--- src/rtl/epi_regs.svh ---
// register indices, field positions and reset values of the
// external pin interrupt unit; definitions only
`ifndef EPI_REGS_SVH
`define EPI_REGS_SVH

// register indices, byte address is four times the index
`define EPI_IDX_PC_MASK   6'h10
`define EPI_IDX_PC_FLAG   6'h11
`define EPI_IDX_PC_CTRL   6'h12
`define EPI_IDX_EXT_MASK  6'h13
`define EPI_IDX_EXT_FLAG  6'h14
`define EPI_IDX_EXT_SENSE 6'h15
`define EPI_IDX_EVT_STAT  6'h16
`define EPI_IDX_EVT_CLR   6'h17
`define EPI_IDX_EVT_EN    6'h18

// field positions
`define EPI_POS_ENABLE    0
`define EPI_POS_FLAG      0
`define EPI_POS_EVT_EXT   0
`define EPI_POS_EVT_PC    1

// reset values
`define EPI_RST_BYTE      8'h00
`define EPI_RST_MASK4     4'h0
`define EPI_RST_EVT       2'h0

`endif

--- src/rtl/epi_pkg.sv ---
// types shared by the external pin interrupt unit
// assumes a classic wishbone slave with 32-bit data
package epi_pkg;

  // trigger select for the dedicated pin
  typedef enum logic [1:0] {
    EPI_SENSE_LOW  = 2'b00,
    EPI_SENSE_ANY  = 2'b01,
    EPI_SENSE_FALL = 2'b10,
    EPI_SENSE_RISE = 2'b11
  } epiSense_e;

  // wishbone request from the master
  typedef struct packed {
    logic        cyc;
    logic        stb;
    logic        we;
    logic [7:0]  adr;
    logic [3:0]  sel;
    logic [31:0] dat;
  } epiWbReq_s;

  // wishbone answer to the master
  typedef struct packed {
    logic        ack;
    logic [31:0] dat;
  } epiWbRsp_s;

endpackage

--- src/rtl/epi_unit.sv ---
// external pin interrupt unit: dedicated pin plus four pin-change inputs
// assumes pins arrive as pad levels whatever their direction, and a core
// that supplies the global enable, the i/o clock state and acknowledges
//
// What this block does
// - pin activity raises enabled requests even when pins drive as outputs
// - any masked pin-change input toggling raises the single change request
// - pin-change detection works without the i/o clock, can wake device
// - sense code 00 low, 01 any change, 10 falling, 11 rising
// - low-level mode keeps requesting while the pin stays low
// - edge detection on the dedicated pin needs the i/o clock running
// - low-level detection needs no i/o clock and can wake the device
// - low level gone before wake-up: wake anyway, but no request
// - pin sampled before edge detect; pulses over one clock are caught
// - dedicated request forwarded only with its enable and global enable
// - trigger sets dedicated flag; cleared by handler entry or writing one
// - in low-level mode the dedicated flag always reads cleared
// - change request forwarded only with its enable and global enable
// - masked change sets change flag; cleared by handler entry or one
// - each of four mask bits gates change detection on its own pin
`timescale 1ns/1ps
`include "epi_regs.svh"

module epi_unit
  import epi_pkg::*;
(
  // clock and reset
  input  wire logic       mclk,
  input  wire logic       rst,
  // register bus
  input  wire epiWbReq_s  wbReq,
  output epiWbRsp_s       wbRsp,
  // pins
  input  wire logic       extIrqPin,
  input  wire logic [3:0] pinChangeInputs,
  // core side
  input  wire logic       globalIrqEnable,
  input  wire logic       ioClkRun,
  input  wire logic       extIrqAck,
  input  wire logic       pinChangeAck,
  output logic            extIrqReq,
  output logic            pinChangeRequest,
  output logic            wakeReq,
  // summary interrupt
  output logic            irq
);

  ////////////////////////////////////////////////////////////////////
  // state

  typedef struct packed {
    logic        extMeta;
    logic        extSync;
    logic        extPrev;
    logic [3:0]  pcMeta;
    logic [3:0]  pcSync;
    logic [3:0]  pcPrev;
    epiSense_e   senseSel;
    logic        extEn;
    logic        pcEn;
    logic [3:0]  pcMask;
    logic        extFlag;
    logic        pcFlag;
    logic [1:0]  evtStatus;
    logic [1:0]  evtEnable;
    logic        ack;
    logic [31:0] rdData;
    logic        extReq;
    logic        pcReq;
    logic        wake;
    logic        irqOut;
  } epiState_s;

  epiState_s st_reg;
  epiState_s st_next;

  logic       levelMode;
  logic       extEdge;
  logic       pcChange;
  logic       wbHit;
  logic       wrEn;
  logic [7:0] wrByte;
  logic       extClr;
  logic       pcClr;
  logic [1:0] evtClr;
  logic [1:0] evtSet;

  // word index hit, shared by read and write decode
  function automatic logic hitIdx(input logic [7:0] adr,
                                  input logic [5:0] idx);
    hitIdx = (adr[7:2] == idx);
  endfunction

  // read mux, unmapped addresses read zero
  function automatic logic [31:0] readReg(input epiState_s s,
                                          input logic [7:0] adr);
    logic [7:0] b;
    b = 8'h00;
    if (hitIdx(adr, `EPI_IDX_PC_MASK))   b = {4'h0, s.pcMask};
    if (hitIdx(adr, `EPI_IDX_PC_FLAG))   b = {7'h00, s.pcFlag};
    if (hitIdx(adr, `EPI_IDX_PC_CTRL))   b = {7'h00, s.pcEn};
    if (hitIdx(adr, `EPI_IDX_EXT_MASK))  b = {7'h00, s.extEn};
    // level mode reads the flag clear from the first cycle the sense register
    // holds 00, one cycle before the flag register itself catches up
    if (hitIdx(adr, `EPI_IDX_EXT_FLAG))
      b = {7'h00, s.extFlag & (s.senseSel != EPI_SENSE_LOW)};
    if (hitIdx(adr, `EPI_IDX_EXT_SENSE)) b = {6'h00, s.senseSel};
    if (hitIdx(adr, `EPI_IDX_EVT_STAT))  b = {6'h00, s.evtStatus};
    if (hitIdx(adr, `EPI_IDX_EVT_EN))    b = {6'h00, s.evtEnable};
    readReg = {24'h00_0000, b};
  endfunction

  ////////////////////////////////////////////////////////////////////
  // next-state logic

  always_comb begin
    st_next = st_reg;

    // pad levels are sampled whatever the pin direction
    st_next.extMeta = extIrqPin;
    st_next.extSync = st_reg.extMeta;
    st_next.extPrev = st_reg.extSync;
    st_next.pcMeta  = pinChangeInputs;
    st_next.pcSync  = st_reg.pcMeta;
    st_next.pcPrev  = st_reg.pcSync;

    // trigger select for the dedicated pin
    levelMode = (st_reg.senseSel == EPI_SENSE_LOW);
    case (st_reg.senseSel)
      EPI_SENSE_LOW:  extEdge = 1'b0;
      EPI_SENSE_ANY:  extEdge = st_reg.extSync ^ st_reg.extPrev;
      EPI_SENSE_FALL: extEdge = st_reg.extPrev & ~st_reg.extSync;
      EPI_SENSE_RISE: extEdge = ~st_reg.extPrev & st_reg.extSync;
      default:        extEdge = 1'b0;
    endcase
    // edges seen while the i/o clock is stopped are dropped
    extEdge = extEdge & ioClkRun;

    // pin-change needs no i/o clock qualifier
    pcChange = |((st_reg.pcSync ^ st_reg.pcPrev) & st_reg.pcMask);

    // bus decode; writes land on the edge that sees ack high
    wbHit  = wbReq.cyc & wbReq.stb;
    wrEn   = wbHit & wbReq.we & st_reg.ack & wbReq.sel[0];
    wrByte = wbReq.dat[7:0];

    if (wrEn && hitIdx(wbReq.adr, `EPI_IDX_PC_MASK))
      st_next.pcMask = wrByte[3:0];
    if (wrEn && hitIdx(wbReq.adr, `EPI_IDX_PC_CTRL))
      st_next.pcEn = wrByte[`EPI_POS_ENABLE];
    if (wrEn && hitIdx(wbReq.adr, `EPI_IDX_EXT_MASK))
      st_next.extEn = wrByte[`EPI_POS_ENABLE];
    if (wrEn && hitIdx(wbReq.adr, `EPI_IDX_EXT_SENSE))
      st_next.senseSel = epiSense_e'(wrByte[1:0]);
    if (wrEn && hitIdx(wbReq.adr, `EPI_IDX_EVT_EN))
      st_next.evtEnable = wrByte[1:0];

    // write-one or acknowledge clears, a same-cycle trigger wins
    extClr = (wrEn & hitIdx(wbReq.adr, `EPI_IDX_EXT_FLAG)
              & wrByte[`EPI_POS_FLAG]) | extIrqAck;
    pcClr  = (wrEn & hitIdx(wbReq.adr, `EPI_IDX_PC_FLAG)
              & wrByte[`EPI_POS_FLAG]) | pinChangeAck;
    st_next.pcFlag = (st_reg.pcFlag & ~pcClr) | pcChange;
    if (levelMode)
      st_next.extFlag = 1'b0;
    else
      st_next.extFlag = (st_reg.extFlag & ~extClr) | extEdge;

    // level request follows the live pin, nothing is latched, so a
    // level gone before wake-up leaves no request behind
    st_next.extReq = globalIrqEnable & st_reg.extEn
                     & (levelMode ? ~st_reg.extSync : st_reg.extFlag);
    st_next.pcReq  = globalIrqEnable & st_reg.pcEn & st_reg.pcFlag;

    // wake works off paths that ignore the i/o clock
    st_next.wake = (st_reg.extEn & levelMode & ~st_reg.extSync)
                   | (st_reg.pcEn & pcChange);

    // sticky event status, set wins over a write-one clear
    evtSet = 2'b00;
    evtSet[`EPI_POS_EVT_EXT] = extEdge
                               | (levelMode & st_reg.extEn & ~st_reg.extSync);
    evtSet[`EPI_POS_EVT_PC]  = pcChange;
    evtClr = (wrEn && hitIdx(wbReq.adr, `EPI_IDX_EVT_CLR)) ? wrByte[1:0]
                                                            : 2'b00;
    st_next.evtStatus = (st_reg.evtStatus & ~evtClr) | evtSet;
    st_next.irqOut    = |(st_reg.evtStatus & st_reg.evtEnable);

    // one-cycle ack, dropped the cycle after so back to back is spaced
    st_next.ack    = wbHit & ~st_reg.ack;
    st_next.rdData = (wbHit & ~st_reg.ack) ? readReg(st_reg, wbReq.adr)
                                            : 32'h0000_0000;
  end

  ////////////////////////////////////////////////////////////////////
  // state register

  // reset loads constants only
  always_ff @(posedge mclk or posedge rst) begin
    if (rst) begin
      st_reg           <= '0;
      st_reg.senseSel  <= EPI_SENSE_LOW;
      st_reg.pcMask    <= `EPI_RST_MASK4;
      st_reg.evtStatus <= `EPI_RST_EVT;
      st_reg.evtEnable <= `EPI_RST_EVT;
    end else begin
      st_reg <= st_next;
    end
  end

  // outputs straight from flops
  assign wbRsp.ack        = st_reg.ack;
  assign wbRsp.dat        = st_reg.rdData;
  assign extIrqReq        = st_reg.extReq;
  assign pinChangeRequest = st_reg.pcReq;
  assign wakeReq          = st_reg.wake;
  assign irq              = st_reg.irqOut;
endmodule

--- config.mk ---
export PLATFORM = sky130hd
export DESIGN_NAME = epi_unit
export DESIGN_NICKNAME = d
export VERILOG_FILES = /design/src/rtl/epi_pkg.sv /design/src/rtl/epi_unit.sv
export VERILOG_INCLUDE_DIRS = /design/src /design/src/rtl
export SDC_FILE = /design/constraint.sdc
export NUM_CORES = 1
export LEC_CHECK = 0
export ABC_AREA = 1
export BUFFER_PORTS_ARGS = -buffer_cell sky130_fd_sc_hd__buf_2
export CELL_PAD_IN_SITES_DETAIL_PLACEMENT = 0
export CELL_PAD_IN_SITES_GLOBAL_PLACEMENT = 2
export CORE_UTILIZATION = 25
export DETAILED_ROUTE_END_ITERATION = 7
export GPL_ROUTABILITY_DRIVEN = 0
export GPL_TIMING_DRIVEN = 0
export PLACE_DENSITY_LB_ADDON = 0.2
export SYNTH_ARGS = -nofsm -noshare
export SYNTH_HDL_FRONTEND = slang
export SYNTH_SLANG_ARGS = --single-unit
--- constraint.sdc ---
create_clock -name mclk -period 1.5 [get_ports mclk]
set_input_delay 0.3 -clock mclk [delete_from_list [all_inputs] [get_ports mclk]]
set_output_delay 0.3 -clock mclk [all_outputs]
set_load 0.02 [all_outputs]
# Yosys cells after proc, flatten, opt, wreduce, memory -nomap -nowiden
# Cells that the tools add are included.
# W data, S select, Z words.
totals:
  register_bits: 42
  latchBits: 0
  ramBits: 0
  rom_bits: 0
  in_bits: 58
  out_inout_bits: 37
  word_cells: 95
  memories: 0
classes:
  addsub: 0
  multipliers: 0
  div_mod_pow: 0
  n_lt_le_gt_ge: 0
  n_eq_ne: 12
  n_shift: 0
  muxes: 13
  bitwise: 40
  n_reduce_logical: 10
ops:
  columns: ["cell", "count"]
  rows:
  - ["$mux W8", 8]
  - ["$eq A6 B5 Y1 const B", 9]
  - ["$and A1 B1 Y1", 22]
  - ["$logic_and A1 B1 Y1", 6]
  - ["$or A1 B1 Y1", 6]
  - ["$not A1 Y1", 5]
  - ["$and A2 B2 Y2", 2]
  - ["$and A4 B4 Y4", 1]
  - ["$eq A2 B2 Y1 const B", 2]
  - ["$mux W4", 1]
  - ["$pmux W1 S4", 1]
  - ["$reduce_or A4 Y1", 1]
  - ["$xor A4 B4 Y4", 1]
  - ["$eq A2 B1 Y1 const B", 1]
  - ["$logic_not A2 Y1", 1]
  - ["$mux W1", 2]
  - ["$mux W2", 1]
  - ["$not A2 Y2", 1]
  - ["$or A2 B2 Y2", 1]
  - ["$reduce_bool A2 Y1", 1]
  - ["$reduce_or A2 Y1", 1]
  - ["$xor A1 B1 Y1", 1]

# Longest topological paths before layout
# Gate-level depths: netlist of the first run.
logic_depth:
  word_depth: 11
  ltp_mapped: 10
  mapped_depth_nobuf: 10

# Least setup slack after synthesis of the first run
# OpenSTA, ideal clock, no wires.
synth_timing:
  path_kind: "register to register"
  startpoint: "register st_reg[50] (netlist bit)"
  endpoint: "register st_reg (netlist bit wbRsp[0])"
  setup_time_ns: 0.113
  arrival_ns: 1.064
  required_time_ns: 1.387
  setup_slack_ns: 0.323
  stages_incl_launch_ff: 9
  path_buffers: 0
  period_less_slack_ns: 1.177
  cell_sequence: "dfrtp_1 > or2_1 > inv_2 > nor2_1 > nor2_1 > o21bai_1 > nand3_1 > nand2_1 > inv_1"
synth_rtl:
  columns: ["item", "line_no", "source"]
  rows:
  - ["from (decl)", "epi_unit.sv:74", "epiState_s st_reg;"]
  - ["from (signal assigned)", "epi_unit.sv:207", "st_reg <= st_next;"]

==> results by group, run 1 <==
Synth
  • Post-synth top area cell: dfrtp_1
  • Area contributors post-synth: dfrtp_1, buf_4, nand2_1, inv_1, nor2_1
  • Share of the synthesized area in the top cell type: 0.512
  • Synth cell types: 31
  • Cell Area, Synth: roughly 1900 µm²
  • Post-synthesis compound-gate area fraction: 0.0970
  • Simple-gate share of the synthesized area: 0.193
  • XOR/XNOR Fraction of Synth Area: 0
  • Count leader, synth: dfrtp_1
  • Sequential element share of the synthesized area: 0.512
  • Ys flop type: dfrtp_1
  • Asr flop ratio synth: 1.00
  • Flops & latches, synth: 38
  • Largest family of logic cells by synthesized area: simple AND/OR/NAND/NOR gates
  • Syn_area_per_cell: 9.15 µm²
  • Synth Warn #: 0
  • Syn Inst Count: 203
  • Most frequent cells after synthesis: dfrtp_1, buf_4, nand2_1
  • Mux share of post-synthesis cell area: 0
  • EDFF count, synth: 0
  • Post-Synth Adder-Cell Area: 0.0135

Clock network
  • Clk root buf: clkbuf_8
  • Buffer depth of the longest clock path: 2
  • CTS Hold Buffers Added: 0
  • Clock Sink Count: 38
  • TritonCTS clock tree: built
  • Clock transition at the registers of the reported paths: 80 ps
  • H-tree depth: 2
  • Worst skew pair latency: 290 ps
  • CTS Buf Count: 5

Pwr
  • PwrDens: between 800 and 900 nW/µm²
  • Pint: 1.52 mW
  • Switching Share: 0.267
  • Design Power: 2.08 mW
  • Leakage: 1.24 nW
  • Part of the power in combinational logic: 0.128
  • Clock group share of total power: 0.359
  • Power share of the sequential group: 0.513
  • Total net switching power: 0.557 mW
  • Peak supply drop: 0.000257 V

STA
  • Tmin final: 1350 ps
  • Fin Clk Skew: 6.39 ps
  • RSZ-0062 raised after global routing: false
  • Worst-margin pin slew: 828 ps
  • Highest clock rate: 739 MHz
  • Max Slew Vio Count: 0
  • Hold WS: 105 ps
  • Max transition margin: 0.447
  • Hold Vio Cnt, Final: 0
  • # setup viols final: 0
  • Setup TNS: 0 ps
  • Final Cycle Share: 0.902

Finish
  • Area Overhead vs Synth: 26.4%
  • Final core utilization: 0.325
  • Layout fillers: slightly below 800
  • Largest register FFs: 19
  • N_diodes: 0
  • Share of post-route cells with drive strength above 1: 0.336
  • Nets@finish: 330

Hold path
  • Min-Delay Path Class: primary input to register
  • Min-delay src: extIrqPin

Global route
  • Initial antenna violation count: 0
  • Number of global-route vias before repair: 1292
  • Total GRT Usage: 0.106
  • Remaining Overflow, GRT: 0
  • Largest net degree at the start of global routing: 39
  • First-pass GRT wire length: 6.02 mm

Floorplanning
  • Core area: 7210 µm²
  • Die Wd: between 80 and 90 µm
  • Area of the die: 7780 µm²
  • Top Ports: 95
  • Row count: 31
  • Initial core utilization: 0.257
  • Die boundary height: 88.2 µm

Setup path
  • CP most frequent cell: nor2_1
  • Setup crit start: st_reg[50]
  • CP peak stage delay: roughly 430 ps
  • Crit path max-delay cell type: dfrtp_1
  • Crit path buf inv count: 2
  • Crit path capture type: register
  • Crit path required time: about 1700 ps
  • Crit path kind: register to register
  • Critical path launch point type: register
  • Worst path cell trace: or2_1 > inv_2 > nor2_1 > nor2_1 > o21bai_1 > nand3_1 > nand2_1 > inv_1
  • Arrival @ worst endpoint: 1540 ps
  • Critical path peak fanout: 5
  • CP top delay family: simple AND/OR/NAND/NOR gates
  • FF-to-FF Start: st_reg[50]

Flow run
  • Max-cap violations: 0

Routing
  • 1st-pass router iterations: 4
  • Wire length per cell: 9.89 µm
  • Post-route DRC: 0
  • Drt total wl: 3.66 mm
  • Via count: 1362
  • Vias/cell: 3.68
  • Antenna Nets Post-Route: 0
  • DRT iter0 DRCs: 63

Run status
  • Outcome: finished, final reports clean

Placed design
  • PortBufs: 33
  • HPWL after DPL: 2.77 mm
## metrics by stage
step                cell area, µm²  std cells  setup slack (ps)
floorplan                     1960        230               323
global placement              2250        362              -295
detailed placement            2250        362             -19.7
CTS                           2350        370               158
global route                  2350        370              80.4
finish                        2350        370               147
## cell type report
class                      instances  area [µm²]  share of cell area
sequential                        38         951               0.405
multi-input combinational        135         674               0.287
buffer                            33         248               0.106
timing repair buffer              33         165              0.0704
tap                               99         124              0.0528
inverter                          24        90.1              0.0384
clock buffer                       6        82.6              0.0352
clock inverter                     2        12.5             0.00533
## metal layers
metal	vias to the layer above	GRT usage	wire length (µm)	share of wire
met3	6	0.0264	181	0.049
li1	722	-	-	-
met4	0	0.0616	75	0.020
met1	592	0.135	1760	0.48
met2	42	0.162	1640	0.45
met5	-	0	0	0
## logic make-up after synthesis
logic type | after synthesis
simple gates | 76
buf+inv | 57
flops | 38
compound gates | 29
fa+ha+maj | 2
other cells | 1
## layout by cell type (no fill, tap or decap), types with 2 or more instances in the layout
cell type   n
a21oi_1     5
buf_2      33
buf_4      33
clkbuf_8    6
conb_1     28
dfrtp_1    38
ha_1        2
inv_1      20
inv_2       3
nand2_1    32
nand2_2     4
nand3_1    12
nor2_1     18
nor2_4      3
o21ai_0    10
o21ai_1     3
o21ai_2     2
or2_1       2
## path summary, 6_finish.rpt
kind / end / cells after the start / slack, ps
min in group asynchronous: st_next[54] / 2 / 160
max in group asynchronous: st_reg[37] / 2 / 810
worst min register to register: st_next[54] / 0 / 350
worst max-delay path: wbRsp[0] / 8 / 150
worst max register to register: wbRsp[0] / 8 / 150
worst min-delay path: st_next[64] / 1 / 100
## power groups by stage
stage / Clock (mW) / Combinational [mW] / Sequential (mW)
floorplan: 0 / 0.194 / 1.09
detailed placement: 0 / 0.266 / 1.09
finish: 0.748 / 0.266 / 1.07
global placement: 0 / 0.265 / 1.09
CTS: 0.783 / 0.268 / 1.07
global route: 0.834 / 0.296 / 1.07
## what timing repair did
action,4_1_cts,5_1_grt
gates resized for setup,1,0
setup endpoints to repair,2,0
setup buffers,0,0
No activity file was read; power rests on OpenSTA's default activity.
==> run 2: changes to the inputs <==
ABC_AREA = default   (was 1)
CORE_UTILIZATION = 26   (was 25)
==> run 2 against run 1 <==
Against the previous run: sequential power about the same; setup slack got worse by 260 ps; non-clock buffer count is 6 higher; largest cell class unchanged; register-to-register slack got worse by 60 ps; the flow now finishes with violations (setup timing); via count fell by 6.4%; critical endpoint is now st_reg[37]; clock power is 39% higher; routed wire length decreased by 3.0%; synthesized cell count down 23%; flip-flop and latch count unchanged; cell count fell by 12%; fmax down 16%; synthesized area fell by 1.6%; highest routed layer unchanged.
==> results by group, run 2 <==
Run status
  • Outcome: complete, but fails checks
  • Failing checks: setup timing

Routing
  • Vias/cell: 3.92 (+6.6%)
  • DRT iter0 DRCs: 55 (-13%)
  • Antenna Nets Post-Route: 0 (unchanged)
  • Wire length per cell: 10.9 µm (+10%)
  • Drt total wl: 3.55 mm (-3.0%)
  • Post-route DRC: 0 (unchanged)
  • 1st-pass router iterations: 6 (+2)
  • Via count: 1275 (-6.4%)

Clock network
  • TritonCTS clock tree: built
  • CTS Buf Count: 5 (unchanged)
  • H-tree depth: 2 (unchanged)
  • Clk root buf: clkbuf_8
  • CTS Hold Buffers Added: 0 (unchanged)
  • Clock Sink Count: 38 (unchanged)
  • Buffer depth of the longest clock path: 2 (unchanged)
  • Worst skew pair latency: 290 ps (about the same)
  • Clock transition at the registers of the reported paths: 80 ps (about the same)

Synth
  • Area contributors post-synth: dfrtp_1, buf_4, mux2_2, xor2_1, nand3_1
  • Post-Synth Adder-Cell Area: 0.0137 (+0.000222)
  • Cell Area, Synth: 1830 µm² (-1.6%)
  • Post-synthesis compound-gate area fraction: 0.0890 (-0.00799)
  • Syn Inst Count: 157 (-23%)
  • Post-synth top area cell: dfrtp_1
  • XOR/XNOR Fraction of Synth Area: 0.0192 (+0.0192)
  • Syn_area_per_cell: 11.6 µm² (+27%)
  • Most frequent cells after synthesis: dfrtp_1, buf_4, mux2_2
  • Simple-gate share of the synthesized area: 0.120 (-0.0735)
  • Synth cell types: 40 (+29%)
  • Share of the synthesized area in the top cell type: 0.521 (+0.00842)
  • Synth Warn #: 0 (unchanged)
  • Sequential element share of the synthesized area: 0.521 (+0.00842)
  • EDFF count, synth: 0 (unchanged)
  • Count leader, synth: dfrtp_1
  • Largest family of logic cells by synthesized area: buffers and inverters
  • Ys flop type: dfrtp_1
  • Asr flop ratio synth: 1.00 (unchanged)
  • Flops & latches, synth: 38 (unchanged)
  • Mux share of post-synthesis cell area: 0.0774 (+0.0774)

Global route
  • First-pass GRT wire length: 5.75 mm (-4.6%)
  • Initial antenna violation count: 0 (unchanged)
  • Largest net degree at the start of global routing: 39 (unchanged)
  • M1 GR Usage: 0.133 (-0.00225)
  • Met2 usage: 0.168 (+0.00576)
  • Grt met3 use: 0.0269 (+0.000559)
  • Total GRT Usage: 0.103 (-0.00269)
  • Number of global-route vias before repair: 1164 (-9.9%)
  • Global route hottest layer: met2
  • Remaining Overflow, GRT: 0 (unchanged)

Finish
  • Most frequent cells in the layout: buf_4, dfrtp_1, buf_2
  • Nets@finish: 288 (-13%)
  • Design Area, Final: 2440 µm² (+4.1%)
  • N_diodes: 0 (unchanged)
  • Commonest non-fill, non-tap cell in the layout: buf_4
  • Share of post-route cells with drive strength above 1: 0.450 (+0.114)
  • Largest register FFs: 19 (unchanged)
  • Fin cells: 325 (-12%)
  • Area Overhead vs Synth: 33.8%

Hold path
  • Hold Path Depth: 1 (unchanged)
  • Min-delay src: pinChangeInputs[0]
  • Hold Path End: st_next[55]
  • Min-Delay Path Class: primary input to register

Pwr
  • PwrDens: 981 nW/µm² (+11%)
  • Leakage: 1.28 nW (+3.6%)
  • Design Power: 2.40 mW (+15%)
  • Peak supply drop: 0.000342 V (+33%)

Setup path
  • Critical path launch point type: primary input
  • Critical path peak fanout: 2 (-3)
  • Worst reg2reg endpoint: st_reg[39]
  • Crit path kind: primary input to register
  • FF-to-FF Start: st_next[63]
  • Crit path capture type: register
  • Crit path required time: 1680 ps (about the same)
  • Flop-to-flop setup slack: 90 ps (-60 ps)
  • Arrival @ worst endpoint: 1790 ps (+250 ps)
  • Reg2Reg Depth: 6 (-2)

STA
  • Final Cycle Share: 1.07 (+0.171)
  • Worst setup margin: -110 ps (-256 ps)
  • Setup TNS: -218 ps (-218 ps)
  • Max transition margin: 0.453 (+0.00571)
  • # setup viols final: 2 (+2)
  • Hold WS: 108 ps (+3.54 ps)
  • Highest clock rate: 621 MHz (-16%)
  • RSZ-0062 raised after global routing: true
  • Hold Vio Cnt, Final: 0 (unchanged)
  • Fin Clk Skew: 5.94 ps (-0.450 ps)
  • Worst-margin pin slew: 819 ps (-8.56 ps)
  • Max Slew Vio Count: 0 (unchanged)
  • Tmin final: 1610 ps (+256 ps)

Placed design
  • Dpl cells: 311 (-14%)
  • Area after DPL: 2210 µm² (-1.8%)
  • HPWL after DPL: 2.62 mm (-5.3%)
  • PortBufs: 31 (-6.1%)

Floorplanning
  • Core area: 6790 µm² (-5.8%)
  • Area of the die: 7370 µm² (-5.3%)
  • Row count: 30 (-3.2%)
  • Initial core utilization: 0.269 (+0.0115)
  • Top Ports: 95 (unchanged)
  • Die boundary height: 85.8 µm (-2.7%)
  • Die Wd: 85.8 µm (-2.7%)

Flow run
  • Max-cap violations: 0 (unchanged)
[run 2: worst max path at each step]
stage | end | from | cells after the start | slack, ps
floorplan | st_reg[37] | wbReq[39] | 5 | -420
global placement | st_reg[45] | wbReq[39] | 5 | -520
detailed placement | st_reg[44] | wbReq[39] | 5 | -520
CTS | st_reg[37] | wbReq[39] | 5 | -100
global route | st_reg[38] | wbReq[39] | 5 | -130
finish | st_reg[37] | wbReq[39] | 5 | -110
[run 2: timing repair]
item                       4_1_cts  5_1_grt
pin swaps                        0        1
setup buffers                    4        2
setup endpoints to repair       11       11
gates resized for setup          7        3
[run 2: cell families after synthesis]
kind of cell	count (synthesis)
buf+inv	40
flops	38
simple gates	38
compound gates	22
mux	12
xor+xnor	4
fa+ha+maj	2
other cells	1
[run 2: report_power, final]
group | total (mW) | internal (mW) | leakage (nW) | switching [mW]
combinational | 0.279 | 0.124 | 0.724 | 0.155
sequential | 1.08 | 1.06 | 0.489 | 0.0210
clock | 1.04 | 0.666 | 0.0683 | 0.374
total | 2.40 | 1.85 | 1.28 | 0.550
[run 2: routing by layer]
metal,part of all wire,vias up
met2,0.47,37
met4,0.011,0
li1,-,624
met1,0.47,609
met3,0.048,5
met5,0,-
[run 2: metrics by stage]
| step | setup WS [ps] | utilization |
|---|---|---|
| 2_1_floorplan | -419 | - |
| 3_3_place_gp | -524 | 0.325 |
| 3_5_place_dp | -517 | 0.325 |
| 4_1_cts | -103 | 0.356 |
| 5_1_grt | -128 | 0.360 |
| 6_report | -110 | 0.360 |
[run 2: cell type report]
| cell class | count | area, µm² |
|---|---|---|
| Fill cell | 689 | 4350 |
| Sequential cell | 38 | 951 |
| Multi-Input combinational cell | 106 | 733 |
| Buffer | 35 | 283 |
| Timing Repair Buffer | 37 | 200 |
| Tap cell | 96 | 120 |
| Clock buffer | 5 | 68.8 |
| Clock inverter | 3 | 68.8 |
| Inverter | 5 | 18.8 |
[run 2: critical path: stages]
cell and delay, ps:
buf_8 90, or2_4 240, or4_4 490, or3_4 360
mux2_4 300
